--- src/rtl/dsa_pkg.sv ---
// Constants and types shared by the data-space access unit
package dsa_pkg;

  localparam int DSA_EA_W      = 16;
  localparam int DSA_DATA_W    = 16;
  localparam int DSA_PAGE_W    = 8;
  localparam int DSA_LOW_W     = 15;
  localparam int DSA_PROG_W    = 24;
  localparam int DSA_PADDR_W   = DSA_PAGE_W + DSA_LOW_W;

  // Fixed data-space map
  localparam logic [15:0] DSA_RAM_LO = 16'h0800;
  localparam logic [15:0] DSA_Y_LO   = 16'h0C00;
  localparam logic [15:0] DSA_Y_HI   = 16'h0FFF;

  // Prefetch pointer register numbers
  localparam logic [3:0] DSA_X_PTR_A = 4'h8;
  localparam logic [3:0] DSA_X_PTR_B = 4'h9;
  localparam logic [3:0] DSA_Y_PTR_A = 4'hA;
  localparam logic [3:0] DSA_Y_PTR_B = 4'hB;

  // Program-space view penalties in cycles
  localparam logic [1:0] DSA_EXTRA_NONE  = 2'h0;
  localparam logic [1:0] DSA_EXTRA_SHORT = 2'h1;
  localparam logic [1:0] DSA_EXTRA_LONG  = 2'h2;

  // Pointer steps
  localparam logic [15:0] DSA_STEP_BYTE = 16'h0001;
  localparam logic [15:0] DSA_STEP_WORD = 16'h0002;

  // Reset values
  localparam logic [15:0] DSA_ZERO_WORD = 16'h0000;
  localparam logic [22:0] DSA_ZERO_PADDR = 23'h000000;
  localparam logic [14:0] DSA_ZERO_WADDR = 15'h0000;

  typedef enum logic [1:0] {
    CLS_MAC_PREFETCH,
    CLS_MOVE,
    CLS_DOUBLE_MOVE,
    CLS_OTHER
  } dsa_class_t;

endpackage

--- src/rtl/dsa_psv_penalty.sv ---
// Extra cycles taken by a program-space view access
`timescale 1ns/10ps
module dsa_psv_penalty
  import dsa_pkg::*;
(
  input  wire logic       psvHit,
  input  wire dsa_class_t instClass,
  input  wire logic       inLoop,
  input  wire logic       loopFirst,
  input  wire logic       loopLast,
  input  wire logic       loopIntExit,
  input  wire logic       loopReentry,
  output logic [1:0]      extraCycles
);

  always_comb
  begin
    extraCycles = DSA_EXTRA_NONE;
    if (psvHit)
    begin
      if (inLoop)
      begin
        // Edge iterations pay two, middle ones run single cycle
        if (loopFirst || loopLast || loopIntExit || loopReentry)
        begin
          extraCycles = DSA_EXTRA_LONG;
        end
      end
      else if (instClass == CLS_OTHER)
      begin
        extraCycles = DSA_EXTRA_LONG;
      end
      else
      begin
        extraCycles = DSA_EXTRA_SHORT;
      end
    end
  end

endmodule

--- src/rtl/dsa_ptr_update.sv ---
// Pointer post-modify with modulo and bit-reversed stepping
`timescale 1ns/10ps
module dsa_ptr_update
  import dsa_pkg::*;
(
  input  wire logic [15:0] ptrIn,
  input  wire logic        byteOp,
  input  wire logic        modEnable,
  input  wire logic [15:0] modStart,
  input  wire logic [15:0] modEnd,
  input  wire logic        bitRevEnable,
  input  wire logic [15:0] bitRevStep,
  input  wire logic        xWrite,
  output logic [15:0]      ptrNext
);

  function automatic logic [15:0] revBits(input logic [15:0] v);
    logic [15:0] r;
    r = DSA_ZERO_WORD;
    for (int i = 0; i < 16; i++)
    begin
      r[i] = v[15 - i];
    end
    return r;
  endfunction

  always_comb
  begin
    ptrNext = ptrIn + (byteOp ? DSA_STEP_BYTE : DSA_STEP_WORD);
    if (bitRevEnable && xWrite && !byteOp)
    begin
      ptrNext = revBits(revBits(ptrIn) + revBits(bitRevStep));
    end
    else if (modEnable && ptrIn[15:1] == modEnd[15:1])
    begin
      ptrNext = modStart;
    end
  end

endmodule

--- src/rtl/dsa_top.sv ---
// Data-space access unit: decode, lane steering, program view, traps
// What this block does
// - Top address bit plus enable reads program memory
// - Program address is page then low fifteen bits
// - Program view returns low sixteen word bits
// - Table operations bypass program view mapping
// - Outside loops add one or two cycles
// - Loop edge iterations add two cycles
// - Separate X read and write; X writes only
// - Modulo both spaces; bit-reverse only X writes
// - Prefetch pointers fixed to X or Y
// - No Y writes; writeback uses X bus
// - Unimplemented or foreign reads return zero
// - Crossed prefetch pointer returns zero
// - Sixteen bit byte addresses, word organised
// - X/Y boundary fixed in hardware
// - Byte read selects byte onto low lane
// - Byte write strobes only its lane
// - Y path fetches words only
// - Pointer step one for bytes, two words
// - Misaligned word traps; write store suppressed
`timescale 1ns/10ps
module dsa_top
  import dsa_pkg::*;
(
  input  wire logic              sys_clk,
  input  wire logic              reset_n,
  input  wire logic              programSpaceViewEnable,
  input  wire logic [7:0]        programViewPage,
  input  wire logic              reqValid,
  output logic                   reqReady,
  input  wire logic              reqWrite,
  input  wire logic              reqByte,
  input  wire logic              reqMac,
  input  wire logic              reqAccWriteback,
  input  wire logic              reqTable,
  input  wire dsa_class_t        reqClass,
  input  wire logic [15:0]       reqAddr,
  input  wire logic [15:0]       reqWdata,
  input  wire logic [3:0]        reqXPtr,
  input  wire logic [15:0]       reqYAddr,
  input  wire logic [3:0]        reqYPtr,
  input  wire logic              inLoop,
  input  wire logic              loopFirst,
  input  wire logic              loopLast,
  input  wire logic              loopIntExit,
  input  wire logic              loopReentry,
  output logic                   rspValid,
  output logic [15:0]            rspXData,
  output logic [15:0]            rspYData,
  output logic                   addrErrTrap,
  output logic [14:0]            xRamAddr,
  output logic                   xRamRd,
  output logic                   xRamWr,
  output logic [1:0]             xRamBe,
  output logic [15:0]            xRamWdata,
  input  wire logic [15:0]       xRamRdata,
  output logic [14:0]            yRamAddr,
  output logic                   yRamRd,
  input  wire logic [15:0]       yRamRdata,
  output logic [22:0]            progAddr,
  output logic                   progRd,
  input  wire logic [23:0]       progRdata,
  input  wire logic              ptrValid,
  input  wire logic [15:0]       ptrIn,
  input  wire logic              ptrByte,
  input  wire logic              ptrModEnable,
  input  wire logic [15:0]       ptrModStart,
  input  wire logic [15:0]       ptrModEnd,
  input  wire logic              ptrBitRevEnable,
  input  wire logic [15:0]       ptrBitRevStep,
  input  wire logic              ptrXWrite,
  output logic                   ptrOutValid,
  output logic [15:0]            ptrOut
);

  typedef enum logic [1:0] {ST_IDLE, ST_MEM, ST_CAPT, ST_PAD} dsa_state_t;
  typedef enum logic [1:0] {SRC_ZERO, SRC_RAM, SRC_PROG} dsa_src_t;

  dsa_state_t  state_reg;
  dsa_src_t    xSrc_reg;
  logic        opWrite_reg;
  logic        opByte_reg;
  logic        opHigh_reg;
  logic        opMac_reg;
  logic        yOk_reg;
  logic        trap_reg;
  logic [1:0]  extra_reg;
  logic [1:0]  padCnt_reg;
  logic        rspValid_reg;
  logic        addrErrTrap_reg;
  logic [15:0] rspXData_reg;
  logic [15:0] rspYData_reg;
  logic [14:0] xRamAddr_reg;
  logic        xRamRd_reg;
  logic        xRamWr_reg;
  logic [1:0]  xRamBe_reg;
  logic [15:0] xRamWdata_reg;
  logic [14:0] yRamAddr_reg;
  logic        yRamRd_reg;
  logic [22:0] progAddr_reg;
  logic        progRd_reg;
  logic        ptrOutValid_reg;
  logic [15:0] ptr_next;
  logic [15:0] ptrOut_reg;

  logic        take;
  logic        isWrite;
  logic        psvSel;
  logic        xOk;
  logic        yOk;
  logic        misaligned;
  logic        storeOk;
  logic [1:0]  extraCycles;
  logic        finish;

  // Address decode over the fixed map
  function automatic logic inRam(input logic [15:0] a);
    return (a >= DSA_RAM_LO) && (a <= DSA_Y_HI);
  endfunction

  function automatic logic inY(input logic [15:0] a);
    return (a >= DSA_Y_LO) && (a <= DSA_Y_HI);
  endfunction

  function automatic logic isXPtr(input logic [3:0] p);
    return (p == DSA_X_PTR_A) || (p == DSA_X_PTR_B);
  endfunction

  function automatic logic isYPtr(input logic [3:0] p);
    return (p == DSA_Y_PTR_A) || (p == DSA_Y_PTR_B);
  endfunction

  function automatic logic [1:0] laneEnable(input logic isByte, input logic a0);
    return isByte ? (a0 ? 2'h2 : 2'h1) : 2'h3;
  endfunction

  function automatic logic [15:0] pickByte(input logic isByte, input logic hi,
                                           input logic [15:0] w);
    return isByte ? {8'h00, (hi ? w[15:8] : w[7:0])} : w;
  endfunction

  assign reqReady = (state_reg == ST_IDLE);
  assign take     = reqValid && reqReady;

  // Request decode
  always_comb
  begin
    isWrite    = (reqWrite || reqAccWriteback) && !reqMac;
    psvSel     = programSpaceViewEnable && reqAddr[15] && !reqTable;
    misaligned = (!reqByte || reqMac) && (reqAddr[0] || (reqMac && reqYAddr[0]));
    if (reqMac)
    begin
      // Prefetch X pointers may not reach Y space and vice versa
      xOk = isXPtr(reqXPtr) && (psvSel || (inRam(reqAddr) && !inY(reqAddr)));
      yOk = isYPtr(reqYPtr) && inY(reqYAddr);
    end
    else
    begin
      xOk = psvSel || inRam(reqAddr);
      yOk = 1'b0;
    end
    // Writes, writeback included, use the X bus over the combined space
    storeOk = isWrite && !psvSel && inRam(reqAddr) && !misaligned;
  end

  dsa_psv_penalty u_penalty (
    .psvHit      (psvSel && xOk && !isWrite),
    .instClass   (reqClass),
    .inLoop      (inLoop),
    .loopFirst   (loopFirst),
    .loopLast    (loopLast),
    .loopIntExit (loopIntExit),
    .loopReentry (loopReentry),
    .extraCycles (extraCycles)
  );

  // Sequencer
  always_ff @(posedge sys_clk or negedge reset_n)
  begin
    if (!reset_n)
    begin
      state_reg  <= ST_IDLE;
      padCnt_reg <= 2'h0;
    end
    else
    begin
      unique case (state_reg)
        ST_IDLE:
        begin
          if (take)
          begin
            state_reg <= ST_MEM;
          end
        end
        ST_MEM:
        begin
          state_reg <= ST_CAPT;
        end
        ST_CAPT:
        begin
          padCnt_reg <= extra_reg;
          state_reg  <= (extra_reg == DSA_EXTRA_NONE) ? ST_IDLE : ST_PAD;
        end
        ST_PAD:
        begin
          padCnt_reg <= padCnt_reg - 2'h1;
          if (padCnt_reg == 2'h1)
          begin
            state_reg <= ST_IDLE;
          end
        end
      endcase
    end
  end

  assign finish = ((state_reg == ST_CAPT) && (extra_reg == DSA_EXTRA_NONE)) ||
                  ((state_reg == ST_PAD) && (padCnt_reg == 2'h1));

  // Latched request attributes
  always_ff @(posedge sys_clk or negedge reset_n)
  begin
    if (!reset_n)
    begin
      xSrc_reg    <= SRC_ZERO;
      opWrite_reg <= 1'b0;
      opByte_reg  <= 1'b0;
      opHigh_reg  <= 1'b0;
      opMac_reg   <= 1'b0;
      yOk_reg     <= 1'b0;
      trap_reg    <= 1'b0;
      extra_reg   <= DSA_EXTRA_NONE;
    end
    else if (take)
    begin
      xSrc_reg    <= !xOk ? SRC_ZERO : (psvSel ? SRC_PROG : SRC_RAM);
      opWrite_reg <= isWrite;
      opByte_reg  <= reqByte && !reqMac;
      opHigh_reg  <= reqAddr[0];
      opMac_reg   <= reqMac;
      yOk_reg     <= yOk;
      trap_reg    <= misaligned;
      extra_reg   <= extraCycles;
    end
  end

  // Memory strobes, asserted for the one cycle after the request is taken
  always_ff @(posedge sys_clk or negedge reset_n)
  begin
    if (!reset_n)
    begin
      xRamAddr_reg  <= DSA_ZERO_WADDR;
      xRamRd_reg    <= 1'b0;
      xRamWr_reg    <= 1'b0;
      xRamBe_reg    <= 2'h0;
      xRamWdata_reg <= DSA_ZERO_WORD;
      yRamAddr_reg  <= DSA_ZERO_WADDR;
      yRamRd_reg    <= 1'b0;
      progAddr_reg  <= DSA_ZERO_PADDR;
      progRd_reg    <= 1'b0;
    end
    else if (take)
    begin
      xRamAddr_reg  <= reqAddr[15:1];
      xRamRd_reg    <= !isWrite && xOk && !psvSel;
      progRd_reg    <= !isWrite && xOk && psvSel;
      progAddr_reg  <= {programViewPage, reqAddr[14:0]};
      xRamWr_reg    <= storeOk;
      xRamBe_reg    <= storeOk ? laneEnable(reqByte, reqAddr[0]) : 2'h0;
      xRamWdata_reg <= reqByte ? {reqWdata[7:0], reqWdata[7:0]} : reqWdata;
      yRamAddr_reg  <= reqYAddr[15:1];
      yRamRd_reg    <= yOk;
    end
    else
    begin
      xRamRd_reg <= 1'b0;
      xRamWr_reg <= 1'b0;
      xRamBe_reg <= 2'h0;
      yRamRd_reg <= 1'b0;
      progRd_reg <= 1'b0;
    end
  end

  // Returned data capture
  always_ff @(posedge sys_clk or negedge reset_n)
  begin
    if (!reset_n)
    begin
      rspXData_reg <= DSA_ZERO_WORD;
      rspYData_reg <= DSA_ZERO_WORD;
    end
    else if (state_reg == ST_CAPT)
    begin
      unique case (xSrc_reg)
        SRC_RAM:  rspXData_reg <= opWrite_reg ? DSA_ZERO_WORD :
                                  pickByte(opByte_reg, opHigh_reg, xRamRdata);
        SRC_PROG: rspXData_reg <= opWrite_reg ? DSA_ZERO_WORD :
                                  pickByte(opByte_reg, opHigh_reg, progRdata[15:0]);
        default:  rspXData_reg <= DSA_ZERO_WORD;
      endcase
      rspYData_reg <= yOk_reg ? yRamRdata : DSA_ZERO_WORD;
    end
  end

  // Completion and trap pulses
  always_ff @(posedge sys_clk or negedge reset_n)
  begin
    if (!reset_n)
    begin
      rspValid_reg    <= 1'b0;
      addrErrTrap_reg <= 1'b0;
    end
    else
    begin
      rspValid_reg    <= finish;
      addrErrTrap_reg <= finish && trap_reg;
    end
  end

  // Pointer post-modification
  dsa_ptr_update u_ptr (
    .ptrIn        (ptrIn),
    .byteOp       (ptrByte),
    .modEnable    (ptrModEnable),
    .modStart     (ptrModStart),
    .modEnd       (ptrModEnd),
    .bitRevEnable (ptrBitRevEnable),
    .bitRevStep   (ptrBitRevStep),
    .xWrite       (ptrXWrite),
    .ptrNext      (ptr_next)
  );

  always_ff @(posedge sys_clk or negedge reset_n)
  begin
    if (!reset_n)
    begin
      ptrOut_reg      <= DSA_ZERO_WORD;
      ptrOutValid_reg <= 1'b0;
    end
    else
    begin
      ptrOutValid_reg <= ptrValid;
      if (ptrValid)
      begin
        ptrOut_reg <= ptr_next;
      end
    end
  end

  assign rspValid    = rspValid_reg;
  assign addrErrTrap = addrErrTrap_reg;
  assign rspXData    = rspXData_reg;
  assign rspYData    = rspYData_reg;
  assign xRamAddr    = xRamAddr_reg;
  assign xRamRd      = xRamRd_reg;
  assign xRamWr      = xRamWr_reg;
  assign xRamBe      = xRamBe_reg;
  assign xRamWdata   = xRamWdata_reg;
  assign yRamAddr    = yRamAddr_reg;
  assign yRamRd      = yRamRd_reg;
  assign progAddr    = progAddr_reg;
  assign progRd      = progRd_reg;
  assign ptrOut      = ptrOut_reg;
  assign ptrOutValid = ptrOutValid_reg;

  // Checks
  a_psv_route: assert property (@(posedge sys_clk) disable iff (!reset_n)
    take && !isWrite && xOk && psvSel |=> progRd && !xRamRd)
    else $error("program view read not sent to program memory");

  a_psv_page: assert property (@(posedge sys_clk) disable iff (!reset_n)
    take && psvSel |=> progAddr == {$past(programViewPage), $past(reqAddr[14:0])})
    else $error("program view address wrong");

  a_table_bypass: assert property (@(posedge sys_clk) disable iff (!reset_n)
    take && reqTable |=> !progRd)
    else $error("table operation used program view");

  a_short_penalty: assert property (@(posedge sys_clk) disable iff (!reset_n)
    take && !isWrite && xOk && psvSel && !inLoop && reqClass == CLS_MOVE
    |-> ##4 rspValid)
    else $error("one-cycle penalty not applied");

  a_long_penalty: assert property (@(posedge sys_clk) disable iff (!reset_n)
    take && !isWrite && xOk && psvSel && !inLoop && reqClass == CLS_OTHER
    |=> !rspValid [*4] ##1 rspValid)
    else $error("two-cycle penalty not applied");

  a_loop_middle: assert property (@(posedge sys_clk) disable iff (!reset_n)
    take && inLoop && !loopFirst && !loopLast && !loopIntExit && !loopReentry
    |-> ##3 rspValid)
    else $error("middle loop iteration was slowed");

  a_zero_invalid: assert property (@(posedge sys_clk) disable iff (!reset_n)
    take && !xOk |-> ##3 rspValid && rspXData == DSA_ZERO_WORD)
    else $error("invalid access returned data");

  a_cross_zero: assert property (@(posedge sys_clk) disable iff (!reset_n)
    rspValid && opMac_reg && !yOk_reg |-> rspYData == DSA_ZERO_WORD)
    else $error("crossed prefetch returned data");

  a_byte_low: assert property (@(posedge sys_clk) disable iff (!reset_n)
    rspValid && opByte_reg |-> rspXData[15:8] == 8'h00)
    else $error("byte read leaked high lane");

  a_byte_lane: assert property (@(posedge sys_clk) disable iff (!reset_n)
    take && storeOk && reqByte |=> xRamWr && xRamBe[$past(reqAddr[0])] && $onehot(xRamBe))
    else $error("byte write strobed wrong lane");

  a_trap_store: assert property (@(posedge sys_clk) disable iff (!reset_n)
    take && isWrite && misaligned |=> !xRamWr ##2 addrErrTrap)
    else $error("misaligned write stored or not trapped");

  a_ptr_step: assert property (@(posedge sys_clk) disable iff (!reset_n)
    ptrValid && !ptrModEnable && !ptrBitRevEnable
    |=> ptrOut == $past(ptrIn) + ($past(ptrByte) ? DSA_STEP_BYTE : DSA_STEP_WORD))
    else $error("pointer step not scaled by size");

endmodule

--- config.mk ---
export PLATFORM = sky130hd
export DESIGN_NAME = dsa_top
export DESIGN_NICKNAME = d
export VERILOG_FILES = /design/src/rtl/dsa_pkg.sv /design/src/rtl/dsa_psv_penalty.sv /design/src/rtl/dsa_ptr_update.sv /design/src/rtl/dsa_top.sv
export SDC_FILE = /design/constraint.sdc
export NUM_CORES = 1
export LEC_CHECK = 0
export BUFFER_PORTS_ARGS = -buffer_cell sky130_fd_sc_hd__buf_2
export CAP_MARGIN = 10
export CORE_AREA = 2 2 130 132
export DETAILED_ROUTE_END_ITERATION = 8
export DIE_AREA = 0 0 132 134
export PLACE_DENSITY = 0.79
export SLEW_MARGIN = 20
export SYNTH_ARGS = -nofsm -noshare
export SYNTH_HDL_FRONTEND = slang
export SYNTH_HIERARCHICAL = 1
export SYNTH_SLANG_ARGS = --single-unit
--- constraint.sdc ---
create_clock -name sys_clk -period 4.7 [get_ports sys_clk]
set_input_delay 0.94 -clock sys_clk [delete_from_list [all_inputs] [get_ports sys_clk]]
set_output_delay 0.94 -clock sys_clk [all_outputs]
set_load 0.1 [all_outputs]
==> impl_metrics.tcl, run 1 <==
set metrics [dict create \
    run_status "completed" \
    synth-edff-count 0 \
    fp.dieH_um 134 \
    holdPathEnd "yRamAddr[12]" \
    grt_first_pass_wirelength_mm 30.5 \
    tritoncts "built" \
    place_worst_setup_slack_ns 1.11 \
    critical_path.slowest_cell "sky130_fd_sc_hd__a211oi_1" \
    yosysTopAreaCellShare_pct 45.5 \
    die_area_sq_um 17700 \
    critical_path.most_common_cell "sky130_fd_sc_hd__a211oi_1" \
    setup.worst_path.start_class "input pin" \
    detailed_place.area_sq_um 8410 \
    vias 6236 \
    crit-reg2reg-capture "yOk_reg" \
    synth.ff_latch_count 124 \
    hpwlAfterDp_mm 14.4 \
    timing.final.setup_violations 0 \
    worst-r2r-cell-count 4 \
    final_cells 1253 \
    area_delta_synth_final_pct 32.4 \
    cts_max_level 4 \
    worstSetupEndpointType "register" \
    r2r-start "state_reg[1]" \
    avg_inst_size_synth_sq_um 9.30 \
    cp_data_required_time_ns 4.99 \
    report.final.slew_viol_count 0 \
    synthesis.nets 961 \
    utilization_pct 55.5 \
    clock_slew_seen_by_the_registers_of_the_worst_setup_and_hold_paths_ns 0.06 \
    cts-hold-fix-buffers 0 \
    skew_ns 0.0124 \
    clock.fmax_mhz 312 \
    vdd_ir_drop_max_mv 0.793 \
    final_layout_size_suffix_gt1_share_pct 39.0 \
    synthesis.yosys.warnings 6 \
    grtUsageTotal_pct 21.6 \
    r2r_slack_ns 2.56 \
    post_drt_via_cell_ratio 4.98 \
    total_length_of_routed_wires_mm 19.0 \
    grt_pass1_vias 6057 \
    ys_seq_area_share_pct 45.5 \
    drt_first_iter_violations 377 \
    filler_cell_count 1489 \
    hold_start "yRamAddr[12]" \
    floorplan.core_area_sq_um 16300 \
    synth_cell_types 60 \
    finish.net_count 1247 \
    post_cts.resized_instances 0 \
    setup_total_negative_slack_ns 0 \
    routed_wire_length_per_instance_um 15.1 \
    timing.setup.critical_path_class "in2reg" \
    synthesis.instances 734 \
    antenna_found_initial 0 \
    design.portCount 332 \
    place.port_buffers 320 \
    insertion_delay_ns 0.41 \
    cp_cell_sequence "buf_2, ha_1, fa_1, a211oi_1, o211ai_1, a211oi_1, o31ai_1, xnor2_1, o21ai_1, mux2_2" \
    worst_path_dominant_cell_family "compound AO/OA/AOI/OAI gates" \
    critPathArrivalTime_ns 3.50 \
    cts_buffers 17 \
    synth.largest_area_cell "sky130_fd_sc_hd__dfrtp_1" \
    clkSinkCount 124 \
    antenna_left 0 \
    hold_path_depth 2 \
    layout.cell_area.non_filler_sq_um 9040 \
    ys.flop_type "sky130_fd_sc_hd__dfrtp_1" \
    initial_core_util_pct 41.9 \
    static-leakage-power_uw 0.00477 \
    dieWidth_um 132 \
    syn_area_sq_um 6830 \
    rsz0062_at_grt "false" \
    placementRows 47 \
    sequential_cell_area_sq_um 3100 \
    grt_max_degree 74 \
    post-route-worst-setup-slack_ns 1.49 \
    placed_cells_incl_taps 1221 \
    grt_overflow_total 0 \
    clock_path_buffers 2 \
    final_hold_viol_count 0 \
    period_minus_slack_ns 3.21 \
    crit_fanout 4 \
    n_antenna_cell 0 \
    layout_worst_path_cycle_share_pct 68.2 \
    critPathMaxStageDelay_ns 0.53 \
    maxSlewHeadroom_pct 31.5 \
    post_cts.repair.setup_buffers 0 \
    place_congestion 0.855 \
    drt_pass1_iterations 5 \
    clockRootBuffer "sky130_fd_sc_hd__clkbuf_16" \
    leading_cell_types_by_count_after_synthesis "sky130_fd_sc_hd__nand2_1 (223), sky130_fd_sc_hd__dfrtp_1 (124), sky130_fd_sc_hd__o21ai_0 (41), sky130_fd_sc_hd__xnor2_1 (31), sky130_fd_sc_hd__mux2_2 (25)" \
    holdCritPathClass "reg2reg" \
    max_slew.worst_pin.slew_ns 1.02 \
    multi_input_comb_area_sq_um 3340 \
    synth_top_cells_by_area "sky130_fd_sc_hd__dfrtp_1 (45%), sky130_fd_sc_hd__nand2_1 (12%), sky130_fd_sc_hd__mux2_2 (4.1%)" \
    max-cap-violations 0 \
    cp.buffers_inverters 1 \
    synth_most_common_cell "sky130_fd_sc_hd__nand2_1" \
    asyncSetResetFlopFracSynth_pct 100 \
    drc_errors 0 \
    power.density_cell_area_nw_per_um2 725 \
]
kinds of logic after synthesis:
| group | Yosys count | share of synthesized area (%) |
|---|---|---|
| mux | 37 | 5.88 |
| buf+inv | 70 | 5.70 |
| fa+ha+maj | 22 | 4.25 |
| simple gates | 297 | 19.5 |
| flops | 124 | 45.5 |
| compound gates | 143 | 13.9 |
| xor+xnor | 41 | 5.26 |
power breakdown:
part | internal (uW) | switching (uW) | total, uW
logic | 564 | 3040 | 3600
clock network | 875 | 503 | 1380
registers | 1360 | 208 | 1570
worst max path at each step:
stage	start	to	slack, ns	cells after the start
4_1_cts	ptrIn[15]	ptrOut[3]	1.53	10
3_3_place_gp	ptrIn[15]	ptrOut[3]	1.18	10
5_1_grt	ptrIn[15]	ptrOut[3]	1.43	10
2_1_floorplan	ptrIn[15]	ptrOut[3]	1.64	9
3_5_place_dp	ptrIn[15]	ptrOut[3]	1.11	10
6_report	ptrIn[15]	ptrOut[3]	1.49	10
metal layers:
metal | up-vias | share of wire (%) | GRT usage (%)
met2 | 248 | 49 | 35.4
met1 | 2891 | 43 | 27.9
met4 | 0 | 1.9 | 6.52
met5 | - | 0 | 0
li1 | 3074 | - | -
met3 | 23 | 6.5 | 6.05
cell type report:
type,count,share of cell area [%]
Multi-Input combinational cell,540,37.0
Timing Repair Buffer,326,18.2
Clock buffer,19,5.01
Tap cell,220,3.04
Clock inverter,13,1.97
Sequential cell,124,34.3
Inverter,11,0.457
worst min-delay path, stage by stage, from the launching register on:
cell	delay, ns
sky130_fd_sc_hd__dfrtp_1	0.34
sky130_fd_sc_hd__nand2_1	0.05
sky130_fd_sc_hd__nand2_1	0.05
stage by stage:
stage                     hold WS (ns)  power (uW)
after floorplan                  0.441        4650
after global placement           0.453        5150
after detailed placement         0.457        5190
after CTS                        0.472        6600
after global routing             0.495        6840
final                            0.468        6550
cell usage in the layout (no fill, tap or decap), drive strengths merged, types with 4 or more instances in the layout:
| cell type | netlist | final |
|---|---|---|
| o211ai | 11 | 11 |
| nand4 | 8 | 8 |
| nand3 | 9 | 9 |
| a31oi | 4 | 4 |
| a21o | 8 | 8 |
| a21oi | 19 | 19 |
| inv | 11 | 16 |
| nand2 | 223 | 223 |
| mux2 | 25 | 25 |
| clkbuf | 15 | 19 |
| a22o | 29 | 29 |
| ha | 20 | 20 |
| mux2i | 12 | 12 |
| nor4b | 5 | 5 |
| o31ai | 6 | 6 |
| dfrtp | 124 | 124 |
| nor3 | 8 | 8 |
| o21ai | 49 | 49 |
| buf | 44 | 326 |
| xnor2 | 31 | 31 |
| a211oi | 5 | 5 |
| nor2 | 20 | 20 |
| xor2 | 10 | 10 |
(Power assumes the default switching activity.)
==> run 2: changes to the inputs <==
Settings changed: CORE_AREA 2 2 130 132 to 2 2 128 130, DIE_AREA 0 0 132 134 to 0 0 130 132, PLACE_DENSITY 0.79 to 0.81.
Clock period 4.7 ns to 3.2 ns, I/O delays scaled along.
==> run 2 against run 1 <==
  * Sequential share of layout area fell by 0.25 points
  * Count of clock-buffer cells in the layout fell by 1
  * Die area fell by 3.0%
  * Non-clock buffer count rose by 3
  * Sequential power rose by 46%
  * Sequential cell count did not move
==> impl_metrics.tcl, run 2 (synthesis gave the netlist of run 1 again) <==
set metrics [dict create \
    grt_first_pass_wirelength_mm 31.6 \
    cts_max_level 4 \
    final_layout_size_suffix_gt1_share_pct 39.2 \
    cp_data_required_time_ns 3.49 \
    tritoncts "built" \
    grt_max_degree 61 \
    design.portCount 332 \
    drc_errors 0 \
    grtUsageTotal_pct 23.2 \
    timing.setup.critical_path_class "in2reg" \
    maxSlewHeadroom_pct 41.2 \
    final_hold_viol_count 0 \
    antenna_left 0 \
    report.final.slew_viol_count 0 \
    holdCritPathClass "in2async" \
    cts_buffers 17 \
    dieWidth_um 130 \
    antenna_found_initial 1 \
    period_minus_slack_ns 2.74 \
    placed_cells_incl_taps 1220 \
    floorplan.core_area_sq_um 15700 \
    grt_overflow_total 0 \
    max_slew.worst_pin.slew_ns 0.881 \
    most_common_cell_after_layout_fill_and_taps_aside "sky130_fd_sc_hd__buf_2" \
    crit_fanout 3 \
    clock_path_buffers 2 \
    post_cts.repair.setup_buffers 0 \
    insertion_delay_ns 0.41 \
    static-leakage-power_uw 0.00480 \
    skew_ns 0.00731 \
    vias 6309 \
    placementRows 46 \
    place.port_buffers 320 \
    drt_first_iter_violations 372 \
    initial_core_util_pct 43.4 \
    timing.final.setup_violations 0 \
    area_delta_synth_final_pct 33.4 \
    clock.fmax_mhz 365 \
    run_status "completed" \
    grt_pass1_vias 6326 \
    post-route-worst-setup-slack_ns 0.458 \
    hold_ws_ns 0.0931 \
    power.density_cell_area_nw_per_um2 1070 \
    clockRootBuffer "sky130_fd_sc_hd__clkbuf_16" \
    layout_worst_path_cycle_share_pct 85.7 \
    fp.dieH_um 132 \
    worstSetupEndpointType "register" \
    setup_total_negative_slack_ns 0 \
    place_congestion 0.906 \
    post_cts.resized_instances 0 \
    clkSinkCount 124 \
    drt_pass1_iterations 7 \
    final_cells 1253 \
    clock_slew_seen_by_the_registers_of_the_worst_setup_and_hold_paths_ns 0.06 \
    post_drt_via_cell_ratio 5.04 \
    hpwlAfterDp_mm 15.0 \
    rsz0062_at_grt "false" \
    cts-hold-fix-buffers 0 \
    total_length_of_routed_wires_mm 19.5 \
    vdd_ir_drop_max_mv 1.16 \
    max-cap-violations 0 \
    die_area_sq_um 17200 \
    place_worst_setup_slack_ns 0.0951 \
    routed_wire_length_per_instance_um 15.6 \
    finish.net_count 1250 \
    critPathArrivalTime_ns 3.03 \
    mostFrequentLayoutCells "sky130_fd_sc_hd__buf_2 (319), sky130_fd_sc_hd__nand2_1 (223), sky130_fd_sc_hd__dfrtp_1 (124)" \
    setup.worst_path.start_class "input pin" \
]
-- run 2: layout make-up --
class / count / area, sq um
multi-input cells: 540 / 3350
inverters: 11 / 41.3
clock inverters: 14 / 230
flip-flops and latches: 124 / 3100
clock buffers: 18 / 429
repair buffers: 329 / 1680
fillers: 1393 / 6610
diodes: 1 / 2.50
well taps: 216 / 270
-- run 2: routing by layer --
metal	part of all wire (%)	GRT usage [%]	vias to the layer above
li1	-	-	3078
met1	42	28.8	2910
met2	49	38.3	273
met3	6.5	5.56	48
met4	3.2	10.3	0
met5	0	0	-
-- run 2: through the flow --
stage               util [%]  cell area (sq um)  total power (uW)
finish                  58.0               9110              9760
detailed placement      53.7               8440              7620
global placement        53.7               8440              7560
global route            58.0               9110             10200
CTS                     57.9               9100              9820
floorplan                  -               6830              6830
-- run 2: worst paths after layout --
kind / from / end / slack, ns / cells past startpoint
worst min-delay path: reset_n / xRamAddr[7] / 0.09 / 1
worst max register to register: xSrc_reg[1] / rspXData[13] / 1.22 / 4
worst min register to register: progAddr[19] / progAddr[19] / 0.47 / 2
worst max-delay path: ptrIn[15] / ptrOut[1] / 0.46 / 11
max in group asynchronous: reset_n / ptrOut[0] / 2.31 / 2
min in group sys_clk: reqAddr[9] / xRamAddr[8] / 0.41 / 3
-- run 2: critical path, cell delays in order --
cell and delay, ns:
sky130_fd_sc_hd__buf_2 0.12, sky130_fd_sc_hd__ha_1 0.24, sky130_fd_sc_hd__fa_1 0.43, sky130_fd_sc_hd__a211oi_1 0.39
sky130_fd_sc_hd__o211ai_1 0.20, sky130_fd_sc_hd__a211oi_1 0.34, sky130_fd_sc_hd__buf_4 0.18, sky130_fd_sc_hd__nor2_1 0.04
sky130_fd_sc_hd__nand2_1 0.08, sky130_fd_sc_hd__o211ai_1 0.09, sky130_fd_sc_hd__mux2_2 0.28
-- run 2: where the power goes --
| part | total, uW | switching [uW] | internal [uW] |
|---|---|---|---|
| combinational | 5300 | 4470 | 834 |
| clock | 2160 | 759 | 1400 |
| sequential | 2300 | 302 | 2000 |
| total | 9760 | 5530 | 4240 |
==> run 3: changes to the inputs <==
Settings changed: ABC_AREA set to 1, CORE_AREA 2 2 128 130 to 2 2 130 132, DIE_AREA 0 0 130 132 to 0 0 132 134, PLACE_DENSITY 0.81 to 0.82, SYNTH_HIERARCHICAL 1 to unset.
==> run 3 against run 2 <==
  * Die area up 3.1%
  * Critical path depth is 9 lower
  * Maximum frequency increased by 25%
  * Core utilization rose by 0.55 points
  * Setup slack improved by 0.55 ns
  * Largest cell class unchanged
==> impl_metrics.tcl, run 3 <==
set metrics [dict create \
    n_antenna_cell 0 \
    final_layout_size_suffix_gt1_share_pct 29.0 \
    final_hold_viol_count 0 \
    die_area_sq_um 17700 \
    synthesis.instances 1005 \
    post_cts.repair.setup_buffers 0 \
    timing.setup.critical_path_class "reg2out" \
    critPathArrivalTime_ns 1.55 \
    seq_power_share_pct 23.0 \
    rsz0062_at_grt "false" \
    most_common_cell_after_layout_fill_and_taps_aside "sky130_fd_sc_hd__nand2_1" \
    synthesis.nets 1232 \
    total_length_of_routed_wires_mm 21.6 \
    clock.fmax_mhz 456 \
    filler_cell_count 1502 \
    crit_fanout 5 \
    r2r-start "state_reg[1]" \
    netSwitchingPower_uw 6000 \
    finish.net_count 1531 \
    cp-startpoint "state_reg[1]" \
    fp.dieH_um 134 \
    r2r_slack_ns 1.04 \
    setup_total_negative_slack_ns 0 \
    maxSlewHeadroom_pct 54.7 \
    clock_slew_seen_by_the_registers_of_the_worst_setup_and_hold_paths_ns 0.06 \
    insertion_delay_ns 0.41 \
    finalPower_uw 10200 \
    grt_first_pass_wirelength_mm 34.7 \
    power_frac_clock_pct 19.5 \
    cp.buffers_inverters 1 \
    p_int_uw 4200 \
    critPathMaxStageDelay_ns 0.48 \
    synth.largest_area_cell "sky130_fd_sc_hd__dfrtp_1" \
    cp_cell_sequence "nor2_1, buf_2" \
    placementRows 47 \
    synth_most_common_cell "sky130_fd_sc_hd__nand2_1" \
    period_minus_slack_ns 2.19 \
    cp_data_required_time_ns 2.56 \
    crit-reg2reg-capture "rspXData[7]" \
    avg_inst_size_synth_sq_um 7.19 \
    area_delta_synth_final_pct 32.0 \
    mostFrequentLayoutCells "sky130_fd_sc_hd__nand2_1 (417), sky130_fd_sc_hd__buf_2 (319), sky130_fd_sc_hd__dfrtp_1 (124)" \
    syn_area_sq_um 7220 \
    post_drt_via_cell_ratio 4.90 \
    ys.flop_type "sky130_fd_sc_hd__dfrtp_1" \
    worstSetupEndpointType "primary output" \
    setup.worst_path.start_class "register" \
    detailed_place.area_sq_um 8910 \
    worst_path_dominant_cell_family "buffers and inverters" \
    drt_pass1_iterations 7 \
    post-route-worst-setup-slack_ns 1.01 \
    max-cap-violations 0 \
    critical_path.slowest_cell "sky130_fd_sc_hd__buf_2" \
    leading_cell_types_by_count_after_synthesis "sky130_fd_sc_hd__nand2_1 (418), sky130_fd_sc_hd__dfrtp_1 (124), sky130_fd_sc_hd__inv_1 (99), sky130_fd_sc_hd__nand3_1 (76), sky130_fd_sc_hd__nor2_1 (59)" \
    place.port_buffers 320 \
    skew_ns 0.00988 \
    floorplan.core_area_sq_um 16300 \
    antenna_left 0 \
    power.density_cell_area_nw_per_um2 1070 \
    synth.ff_latch_count 124 \
    synth_cell_types 36 \
    drc_errors 0 \
    layout_worst_path_cycle_share_pct 68.5 \
    grt_overflow_total 0 \
    drt_first_iter_violations 455 \
    synth_top_cells_by_area "sky130_fd_sc_hd__dfrtp_1 (43%), sky130_fd_sc_hd__nand2_1 (22%), sky130_fd_sc_hd__nand3_1 (5.3%)" \
    run_status "completed" \
    vdd_ir_drop_max_mv 1.62 \
    max_slew.worst_pin.slew_ns 0.679 \
    place_worst_setup_slack_ns 0.839 \
    cts-hold-fix-buffers 0 \
    layout.cell_area.non_filler_sq_um 9530 \
    static-leakage-power_uw 0.00571 \
    tritoncts "built" \
    clkSinkCount 124 \
    timing.final.setup_violations 0 \
    comb_power_share_pct 57.5 \
    cts_buffers 17 \
    initial_core_util_pct 44.3 \
    antenna_found_initial 0 \
    post_cts.resized_instances 0 \
    synthesis.yosys.warnings 0 \
    netSwitchingFraction_pct 58.8 \
    asyncSetResetFlopFracSynth_pct 100 \
    grtUsageTotal_pct 24.2 \
    routed_wire_length_per_instance_um 14.1 \
    design.portCount 332 \
    yosysTopAreaCellShare_pct 43.0 \
    clockRootBuffer "sky130_fd_sc_hd__clkbuf_16" \
    grt_max_degree 68 \
    place_congestion 0.921 \
    worst-r2r-cell-count 6 \
    dieWidth_um 132 \
    vias 7520 \
    hpwlAfterDp_mm 16.6 \
    ys_seq_area_share_pct 43.0 \
    clock_path_buffers 2 \
    report.final.slew_viol_count 0 \
    synth-edff-count 0 \
    holdCritPathClass "in2async" \
    grt_pass1_vias 7264 \
    cts_max_level 4 \
]
run 3: cell count changes in the layout (fill, tap and decap cells not counted), moves of 8 or more:
| cell | delta |
|---|---|
| sky130_fd_sc_hd__mux2_2 | -25 |
| sky130_fd_sc_hd__inv_2 | +13 |
| sky130_fd_sc_hd__nand3_1 | +67 |
| sky130_fd_sc_hd__xnor2_1 | -29 |
| sky130_fd_sc_hd__a22o_1 | -14 |
| sky130_fd_sc_hd__a21o_1 | -8 |
| sky130_fd_sc_hd__a32o_1 | +8 |
| sky130_fd_sc_hd__nand3b_1 | +14 |
| sky130_fd_sc_hd__nand2_1 | +194 |
| sky130_fd_sc_hd__o21ai_1 | -8 |
| sky130_fd_sc_hd__nor2_1 | +39 |
| sky130_fd_sc_hd__mux2i_1 | -12 |
| sky130_fd_sc_hd__inv_1 | +88 |
run 3: metal layers:
metal  wire, um  part of all wire [%]  vias to the layer above  track usage (%)
li1           -                     -                     3752                -
met1       9220                    43                     3451             30.6
met2      10600                    49                      286             41.3
met3       1360                   6.3                       31             5.56
met4        430                   2.0                        0             7.55
met5          0                     0                        -                0
run 3: power by group through the flow:
stage	logic, uW	clock network, uW	registers (uW)
5_1_grt	6110	2120	2400
4_1_cts	5870	2030	2340
3_5_place_dp	5850	0	2340
6_report	5860	1990	2350
2_1_floorplan	1900	0	5350
3_3_place_gp	5790	0	2340
run 3: logic make-up (layout without fill, tap and decap cells):
family | count (synthesis) | after routing | share of synthesized area, %
buffers and inverters | 163 | 474 | 9.55
AOI/OAI and AO/OA | 94 | 94 | 8.02
and+or+nand+nor | 588 | 588 | 33.7
DFF | 124 | 124 | 43.0
xor gates and xnor gates | 14 | 14 | 1.70
adders and majority gates | 22 | 22 | 4.02
run 3: area by class of cell:
type,count,area [sq um],share of cell area [%]
clock buffers,22,484,5.08
multi-input cells,718,3430,36.0
flip-flops and latches,124,3100,32.6
well taps,220,275,2.89
inverters,114,428,4.49
clock inverters,9,136,1.43
repair buffers,329,1670,17.5
run 3: worst reg2reg max path, cell delays in order, from the launching register on:
cell and delay (ns):
sky130_fd_sc_hd__dfrtp_1 0.42, sky130_fd_sc_hd__inv_2 0.07, sky130_fd_sc_hd__nor2_4 0.35, sky130_fd_sc_hd__inv_2 0.38
sky130_fd_sc_hd__nor3_4 0.56, sky130_fd_sc_hd__o211ai_1 0.22, sky130_fd_sc_hd__nand2_1 0.10
run 3: how the worst max path moves through the flow:
| stage | endpoint | slack (ns) | depth (start not counted) |
|---|---|---|---|
| 6_report | reqReady | 1.01 | 2 |
| 5_1_grt | rspXData[7] | 0.90 | 6 |
| 4_1_cts | reqReady | 1.01 | 2 |
| 3_5_place_dp | ptrOut[1] | 0.84 | 13 |
| 3_3_place_gp | ptrOut[1] | 0.88 | 13 |
| 2_1_floorplan | yRamAddr[12] | 0.42 | 7 |
run 3: per-stage QoR:
stage / util [%] / hold WS, ns / std cells
2_1_floorplan: - / 0.344 / 1005
3_3_place_gp: 54.7 / 0.456 / 1505
3_5_place_dp: 54.7 / 0.460 / 1505
4_1_cts: 58.5 / 0.278 / 1536
5_1_grt: 58.5 / 0.282 / 1536
6_report: 58.5 / 0.253 / 1536
